--- src/hdl/cgs_pkg.sv ---
// Types and constants shared by the complex gate and storage cell block
package cgs_pkg;

  // Set/reset latch states, Gray coded along zero -> one -> forced
  typedef enum logic [1:0] {
    CGS_RS_ZERO = 2'h0,
    CGS_RS_ONE = 2'h1,
    CGS_RS_FORCED = 2'h3
  } cgs_rs_e;

  // Cell inputs, all sampled on clk
  typedef struct packed {
    logic [1:0] ao_pair;
    logic ao_ovr;
    logic [1:0] on_pair;
    logic on_ovr;
    logic [1:0] x_in;
    logic rs_set;
    logic rs_reset;
    logic timing_input;
    logic cl_data;
    logic cl_reset;
    logic ff_data;
    logic ff_set;
    logic ff_reset;
  } cgs_in_s;

  // Cell outputs, each from a flip-flop
  typedef struct packed {
    logic and_nor;
    logic or_nand;
    logic diff;
    logic match;
    logic rs_q;
    logic rs_qn;
    logic cl_q;
    logic cl_qn;
    logic ff_q;
    logic ff_qn;
  } cgs_out_s;

  // Whole state of the block
  typedef struct packed {
    cgs_rs_e rs;
    logic cl_store;
    logic tim_prev;
    logic ff_master;
    cgs_out_s outs;
  } cgs_state_s;

  // Outputs after reset: gates as for all-zero inputs, storage cells cleared
  localparam cgs_out_s CGS_OUT_RST = '{
    and_nor: 1'b1, or_nand: 1'b1, diff: 1'b0, match: 1'b1,
    rs_q: 1'b0, rs_qn: 1'b1, cl_q: 1'b0, cl_qn: 1'b1, ff_q: 1'b0, ff_qn: 1'b1
  };

  localparam cgs_state_s CGS_STATE_RST = '{
    rs: CGS_RS_ZERO, cl_store: 1'b0, tim_prev: 1'b0, ff_master: 1'b0,
    outs: CGS_OUT_RST
  };

  localparam logic [1:0] CGS_SYNC_RST = 2'h0;
  localparam logic [1:0] CGS_SYNC_SET = 2'h3;

  // Set/reset latch input codes, {set, reset}
  localparam logic [1:0] CGS_RS_IN_HOLD = 2'h0;
  localparam logic [1:0] CGS_RS_IN_RESET = 2'h1;
  localparam logic [1:0] CGS_RS_IN_SET = 2'h2;
  localparam logic [1:0] CGS_RS_IN_BOTH = 2'h3;

  // True and complement both low
  localparam logic [1:0] CGS_PAIR_LOW = 2'h0;

endpackage : cgs_pkg

--- src/hdl/cgs_cells.sv ---
// Complex gates, set/reset latch, clocked latch and master-slave flip-flop
// Notes on behaviour
// - AND/NOR output low if both paired inputs high or override high, else high.
// - OR/NAND output high if override low or both paired inputs low, else low.
// - Exclusive-OR outputs one exactly when its two inputs differ.
// - Exclusive-NOR outputs one exactly when its two inputs are equal.
// - Set/reset latch holds its state while set and reset are both low, except that the forced state settles to zero.
// - Set high with reset low stores one; reset high with set low stores zero.
// - Set and reset both high drive both latch outputs low; illegal use.
// - Clocked latch passes data while its data switch conducts, feedback off.
// - On clock sense change the clocked latch keeps the last data value.
// - Clocked latch may optionally have a reset forcing its stored value.
// - While clock low, flip-flop master loads data and slave holds output.
// - On rising edge master captures data, which passes through slave to output.
// - On falling edge slave latches, master reopens; output changes only on rises or on set/reset.
// - Flip-flop set and reset are each optional, independent of one another.
`timescale 1ns/1ps
`default_nettype none

module cgs_cells #(
  parameter bit CL_HAS_RESET = 1'b1,
  parameter bit FF_HAS_SET = 1'b1,
  parameter bit FF_HAS_RESET = 1'b1
) (
  // Clock and reset
  input wire logic clk,
  input wire logic resetn,
  // Cell inputs
  input wire cgs_pkg::cgs_in_s cells_in,
  // Cell outputs
  output var cgs_pkg::cgs_out_s cells_out
);

  // True and complement pair from one level
  function automatic logic [1:0] cgs_pair(input logic level);
    cgs_pair = {level, ~level};
  endfunction : cgs_pair

  // Complex gates: two paired inputs and one override, no stored state
  function automatic logic cgs_and_nor(input logic [1:0] pair, input logic ovr);
    cgs_and_nor = ~((&pair) | ovr);
  endfunction : cgs_and_nor

  function automatic logic cgs_or_nand(input logic [1:0] pair, input logic ovr);
    cgs_or_nand = ~ovr | ~(|pair);
  endfunction : cgs_or_nand

  // One when the two inputs differ; shared by both exclusive gates
  function automatic logic cgs_differ(input logic [1:0] pair);
    cgs_differ = pair[1] ^ pair[0];
  endfunction : cgs_differ

  // Next latch state; set has no precedence, both high is the forced state
  function automatic cgs_pkg::cgs_rs_e cgs_rs_next(input cgs_pkg::cgs_rs_e cur,
    input logic set, input logic reset);
    cgs_rs_next = cur;
    unique case ({set, reset})
      cgs_pkg::CGS_RS_IN_HOLD:
      begin
        // Leaving the forced state with both low is undefined; settle to zero
        if (cur == cgs_pkg::CGS_RS_FORCED)
        begin
          cgs_rs_next = cgs_pkg::CGS_RS_ZERO;
        end
      end
      cgs_pkg::CGS_RS_IN_SET:
      begin
        cgs_rs_next = cgs_pkg::CGS_RS_ONE;
      end
      cgs_pkg::CGS_RS_IN_RESET:
      begin
        cgs_rs_next = cgs_pkg::CGS_RS_ZERO;
      end
      // both high forces both outputs low
      cgs_pkg::CGS_RS_IN_BOTH:
      begin
        cgs_rs_next = cgs_pkg::CGS_RS_FORCED;
      end
    endcase
  endfunction : cgs_rs_next

  // Latch outputs for a state; only the unused code falls to the default
  function automatic logic [1:0] cgs_rs_outs(input cgs_pkg::cgs_rs_e state);
    unique case (state)
      cgs_pkg::CGS_RS_ZERO:
      begin
        cgs_rs_outs = cgs_pair(1'b0);
      end
      cgs_pkg::CGS_RS_ONE:
      begin
        cgs_rs_outs = cgs_pair(1'b1);
      end
      cgs_pkg::CGS_RS_FORCED:
      begin
        cgs_rs_outs = cgs_pkg::CGS_PAIR_LOW;
      end
      default:
      begin
        cgs_rs_outs = cgs_pair(1'b0);
      end
    endcase
  endfunction : cgs_rs_outs

  logic [1:0] rst_sync_r;
  logic rst_n;
  cgs_pkg::cgs_state_s st_r;
  cgs_pkg::cgs_state_s st_nxt;
  logic tim_rise;

  // Release reset through two flops; assert at once
  // Only the second flop is read, so all state leaves reset on one edge
  always_ff @(posedge clk or negedge resetn)
  begin
    if (!resetn)
    begin
      rst_sync_r <= cgs_pkg::CGS_SYNC_RST;
    end
    else
    begin
      rst_sync_r <= {rst_sync_r[0], 1'b1};
    end
  end

  assign rst_n = rst_sync_r[1];

  // Rise of timing_input seen from two samples; it must be low at one clk edge first
  assign tim_rise = cells_in.timing_input && !st_r.tim_prev;

  always_comb
  begin
    st_nxt = st_r;
    st_nxt.outs.and_nor = cgs_and_nor(cells_in.ao_pair, cells_in.ao_ovr);
    st_nxt.outs.or_nand = cgs_or_nand(cells_in.on_pair, cells_in.on_ovr);
    st_nxt.outs.diff = cgs_differ(cells_in.x_in);
    st_nxt.outs.match = ~cgs_differ(cells_in.x_in);

    // Set/reset latch
    st_nxt.rs = cgs_rs_next(st_r.rs, cells_in.rs_set, cells_in.rs_reset);
    {st_nxt.outs.rs_q, st_nxt.outs.rs_qn} = cgs_rs_outs(st_nxt.rs);

    // Clocked latch: data switch conducts while timing_input high
    // Clear outranks data, so a power-on clear holds whatever timing_input does
    if (CL_HAS_RESET && cells_in.cl_reset)
    begin
      st_nxt.cl_store = 1'b0;
    end
    else if (cells_in.timing_input)
    begin
      st_nxt.cl_store = cells_in.cl_data;
    end
    else
    begin
      st_nxt.cl_store = st_r.cl_store;
    end
    {st_nxt.outs.cl_q, st_nxt.outs.cl_qn} = cgs_pair(st_nxt.cl_store);

    // Master-slave flip-flop
    st_nxt.tim_prev = cells_in.timing_input;
    if (!cells_in.timing_input)
    begin
      st_nxt.ff_master = cells_in.ff_data;
    end
    // capture on rise, pass to output
    if (tim_rise)
    begin
      {st_nxt.outs.ff_q, st_nxt.outs.ff_qn} = cgs_pair(st_r.ff_master);
    end
    // output otherwise held; slave closes on fall
    // Overrides force the master too, so a later rise cannot restore old data
    // each override present only if enabled
    // overrides beat the clock; both give both low
    if (FF_HAS_SET && FF_HAS_RESET && cells_in.ff_set && cells_in.ff_reset)
    begin
      {st_nxt.outs.ff_q, st_nxt.outs.ff_qn} = cgs_pkg::CGS_PAIR_LOW;
      st_nxt.ff_master = 1'b0;
    end
    else if (FF_HAS_RESET && cells_in.ff_reset)
    begin
      {st_nxt.outs.ff_q, st_nxt.outs.ff_qn} = cgs_pair(1'b0);
      st_nxt.ff_master = 1'b0;
    end
    else if (FF_HAS_SET && cells_in.ff_set)
    begin
      {st_nxt.outs.ff_q, st_nxt.outs.ff_qn} = cgs_pair(1'b1);
      st_nxt.ff_master = 1'b1;
    end
  end

  // power-on reset clears every storage cell
  always_ff @(posedge clk or negedge rst_n)
  begin
    if (!rst_n)
    begin
      st_r <= cgs_pkg::CGS_STATE_RST;
    end
    else
    begin
      st_r <= st_nxt;
    end
  end

  // Outputs come straight from the state register
  assign cells_out = st_r.outs;

endmodule : cgs_cells

`default_nettype wire

--- config.mk ---
export PLATFORM = sky130hd
export DESIGN_NAME = cgs_cells
export DESIGN_NICKNAME = d
export VERILOG_FILES = /design/src/hdl/cgs_pkg.sv /design/src/hdl/cgs_cells.sv
export SDC_FILE = /design/constraint.sdc
export NUM_CORES = 1
export LEC_CHECK = 0
export BUFFER_PORTS_ARGS = -buffer_cell sky130_fd_sc_hd__clkbuf_2
export CELL_PAD_IN_SITES_DETAIL_PLACEMENT = 1
export CELL_PAD_IN_SITES_GLOBAL_PLACEMENT = 1
export CORE_MARGIN = 2
export CORE_UTILIZATION = 33
export DETAILED_ROUTE_END_ITERATION = 10
export PLACE_DENSITY_LB_ADDON = 0.1
export SLEW_MARGIN = 10
export SYNTH_ARGS = -nofsm -noshare
export SYNTH_HDL_FRONTEND = slang
export SYNTH_SLANG_ARGS = --single-unit
--- constraint.sdc ---
create_clock -name clk -period 0.9 [get_ports clk]
set_clock_uncertainty 0.05 [all_clocks]
set_input_delay 0.045 -clock clk [delete_from_list [all_inputs] [get_ports clk]]
set_output_delay 0.045 -clock clk [all_outputs]
set_load 0.005 [all_outputs]
; Word-level counts from Yosys, hierarchy flattened
; Cells that the tools add are included.
; Widths: inputs -> output; s select.
[totals]
ff_bits = 16
input_bits = 18
out_inout_bits = 10
wordCells = 50
[classes]
eq_ne = 7
mux = 13
bitwise_logic = 9
n_reduce_logical = 7
[ops]
columns = operator, n
row1 = $mux 2, 5
row2 = $eq 2x2->1 const B, 4
row3 = $pmux 2 s4, 1
row4 = $mux 1, 6
row5 = $not 1->1, 6
row6 = $eq 2x1->1 const B, 2
row7 = $ne 4x3->1 const B, 1
row8 = $pmux 2 s2, 1
row9 = $reduce_bool 4->1, 1
row10 = $logic_and 1x1->1, 2
row11 = $logic_not 2->1, 1
row12 = $or 1x1->1, 2
row13 = $reduce_and 2->1, 1
row14 = $reduce_or 2->1, 1
row15 = $logic_not 1->1, 1
row16 = $xor 1x1->1, 1

; Depth between registers and ports, before layout
[depth]
depth_word = 6
ltp_mapped = 2
ltp_nobuf = 2

; Worst setup path after synthesis
; Ideal clock, no wire load.
[synth_timing]
path_kind = register to register
start = reg, netlist name cells_out[0]
end = reg st_r, in the netlist cells_out[0]
setup_ns = 0.089
arrival_ns = 0.741
t_required_ns = 0.761
slack_ns = 0.019
stages_incl_launch_ff = 3
n_path_buf = 0
period_less_slack_ns = 0.881
path_cell_list = dfstp_2 -> nor2_1 -> a211oi_1
[synth_lines]
columns = item, line
row1 = to (signal assigned), cgs_cells.sv:194  ; st_r <= cgs_pkg::CGS_STATE_RST;
row2 = to (signal assigned), cgs_cells.sv:198  ; st_r <= st_nxt;
row3 = to (decl), cgs_cells.sv:106  ; cgs_pkg::cgs_state_s st_r;

; Worst setup path after layout
[layout_timing]
start = reg st_r, in the netlist cells_out[0]
end = out cells_out[0] in the netlist's numbering
[layout_lines]
columns = item, line
row1 = to (decl), cgs_cells.sv:31  ; output var cgs_pkg::cgs_out_s cells_out
; No word-level cell between the ends.

==> summary.md <==
| Metric | Value |
|---|---|
| Result of the run | finished, violations left |
| Violations in the final reports | setup timing |
| Final number of setup-violating endpoints | 8 |
| Power share of the clock group | 0.311 |
| Met2 wirelength from detailed routing | 914 um |
| TritonCTS clock tree | built |
| Cell variety after synth | 17 |
| Switch Pwr | 0.0003620 W |
| Count of vias placed by the detailed router | 511 |
| Grt total ovfl | 0 |
| Largest vdd supply drop | 0.0008245 V |
| Required time worst endpoint | 0.81 ns |
| Crit path buffers/inverters | 1 |
| Total nets after synthesis | approximately 70 |
| Setup repair after global routing missed its margin | true |
| Number of setup buffers added after CTS | 0 |
| Clock root buffer | clkbuf_4 |
| Slowest stage delay, CP | 0.54 ns |
| Category of the most critical setup path | reg2out |
| Boundary Pins | 28 |
| Max Cap Viol | 0 |
| Synth Cell Area | 639.4 um2 |
| CP max stage cell | dfstp_2 |
| Areal power density over the cells | 1517 nW/um2 |
| Starting density of the core | 0.3586 |
| Core area | 1783 um2 |
| Fraction of the yosys area taken by sequential cells | 0.6380 |
| Overall die width | a little under 50 um |
| Number of nets with antenna violations after routing | 0 |
| Cell row count | 15 |
| Synthesized instance count | between 50 and 60 |
| Number of port buffers | 27 |
| Sw Share | 0.2343 |
| Fmax achieved | 971.3 MHz |
| Commonest non-fill, non-tap cell in the layout | clkbuf_2 |
| Worst hold-check path type | in2async |
| CTS H-Tree Depth | 1 |
| Yosys Warn Count | 0 |
| Final cycle utilization of the critical path | 1.144 |
| Routed met3 length | 75 um |
| Largest fanout on the critical path | 2 |
| Die Ht | just under 50 um |
| Register bit total from synthesis | 16 |
| Post-route DRC | 0 |
| Hpwl dp | 902.8 um |
| Clock-pin slew of the registers on the worst-case setup and hold paths | roughly 0.090 ns |
| Global-route usage over all layers | 0.1486 |
| Worst reg-to-reg path cell count | 2 |
| Detailed-route wire length | 1575 um |
| Portion of total power attributed to combinational logic | 0.163 |
| Maximum number of pins on one net before global-route repair | 13 |
| Startpoint type of the worst setup path | register |
| Global-route wire length before repair | 2256 um |
| Area delta synth->final | 59.30% |
| Mean instance size in the synthesized netlist | 12.54 um2 |
| Critical Path End Type | output pin |
| Most frequent cells in the layout | clkbuf_2 (24), dlygate4sd3_1 (17), dfrtp_1 (9) |
| Sequential Power Share | 0.526 |
| Number of buffers created by CTS | 3 |
| Final count of pins violating max slew | 0 |
| Instance area after placement | 738.2 um2 |
| Highest signal layer in the routed design | met4 |
| Diode insertion count for antenna repair | 0 |
| Hold WS | 0.009946 ns |
| Crit path arrival time | 0.93 ns |
| Die Outline Area | ~2300 um2 |
| Total Nets Final | 109 |
| Fraction of layout instances using a drive strength above 1 | 0.5000 |
| Clock Sink Count | 16 |
| LEAKAGE | ~0.49 nW |
| Detailed-route wire length per cell | around 14 um |
| Routed vias/inst | 4.443 |
| Final hold violation count | 0 |
| Time the worst path needs with I/O delays and setup | 1.030 ns |
| Detailed-route wire length on metal 1 | 569 um |
| Design Area, Final | 1018 um2 |
| PnR Total Power | 0.001545 W |
| End-of-flow core utilization | 0.5712 |
| Initial antenna violation count | 0 |
| WP depth | 1 |
| Routability congestion estimate from global placement | ~0.69 |
| Cells traversed along the worst timing path | clkbuf_2 |
| Worst-case setup margin in the final layout | -0.1296 ns |
| Length of the first detailed-routing pass in iterations | 2 |
| Clock latency at the later pin of the worst-skew pair | 0.29 ns |
| Top delay family on crit path | flip-flops |
| Number of global-route vias before repair | 541 |
| Detailed Route Iter0 Violations | 3 |
| Internal | 0.001183 W |
| Maximum clock path buffer count | 2 |
==> timing repair <==
item	CTS	global route
pin swaps	4	1
endpoints found under the hold margin	17	0
resized for setup	5	9
setup endpoints to repair	8	13
hold buffers	17	0
==> worst register-to-register path, cell delays in order (launching register included) <==
cell	delay, ns
dfrtp_2	0.46
nand2b_4	0.17
a211oi_2	0.20
==> through the flow <==
step	instances	setup TNS [ns]	setup WS, ns
after floorplan	51	0	0.01948
after global placement	94	-0.01526	-0.01526
after detailed placement	94	-0.06087	-0.03767
after CTS	115	-0.7816	-0.1352
after global routing	115	-1.207	-0.1789
final	115	-0.7679	-0.1296
==> logic make-up (layout without fill, tap and decap cells) <==
family	after synthesis	in the layout	synth area share
compound gates	9	9	0.08610
flops	16	16	0.6380
other cells	1	1	0.005865
mux	2	2	0.03131
simple gates	9	9	0.09003
buf+inv	13	52	0.1350
xor+xnor	1	1	0.01370
==> cell type report <==
cell class              count  area [um2]
flip-flops and latches     16       409.1
repair buffers             45       331.6
multi-input cells          22       198.9
inverters                   3       11.26
well taps                  25       31.28
clock buffers               4       36.28
fillers                   189       764.5
==> state kept, by name, indices dropped and copies added (netlist names) <==
signal	count
rst_sync_r	2
st_r	4
cells_out	10
==> routing by layer <==
| layer | up-vias | GRT usage |
|---|---|---|
| li1 | 237 | - |
| met1 | 259 | 0.1569 |
| met2 | 13 | 0.2773 |
| met3 | 2 | 0.04528 |
| met4 | 0 | 0.04865 |
| met5 | - | 0 |
==> path summary, 6_finish.rpt <==
| path | startpoint | end | slack [ns] |
|---|---|---|---|
| setup reg to reg | st_r[11] | cells_out[0] | -0.06 |
| hold / removal | resetn | rst_sync_r[0] | 0.01 |
| min in group clk | cells_in[7] | st_r[14] | 0.01 |
| setup / recovery | cells_out[0] | cells_out[0] | -0.13 |
| max in group asynchronous | rst_sync_r[1] | cells_out[3] | 0.14 |
| hold reg to reg | rst_sync_r[1] | cells_out[2] | 0.17 |
==> cells in the mapped netlist (all sizes together) <==
library cell  instances  area, um2
xor2                  1      8.760
inv                   3      11.26
buf                  10      75.07
dfstp                 6      157.7
nor2                  3      11.26
a211oi                2      15.01
a21oi                 3      15.01
o21a                  1      7.510
nor4b                 2      17.52
o21ai                 2      10.01
mux2i                 2      20.02
dfrtp                10      250.2
conb                  1      3.750
nand2b                2      12.51
or2                   1      6.260
a21o                  1      7.510
nor4bb                1      10.01
==> power groups by stage <==
stage,registers (W),logic (W),clock network (W)
3_5_place_dp,0.000818,0.000156,0
6_report,0.000812,0.000252,0.000481
2_1_floorplan,0.000818,0.0000987,0
3_3_place_gp,0.000815,0.000152,0
4_1_cts,0.000806,0.000227,0.000496
5_1_grt,0.000818,0.000277,0.000541
No activity file was read; power rests on OpenSTA's default activity.
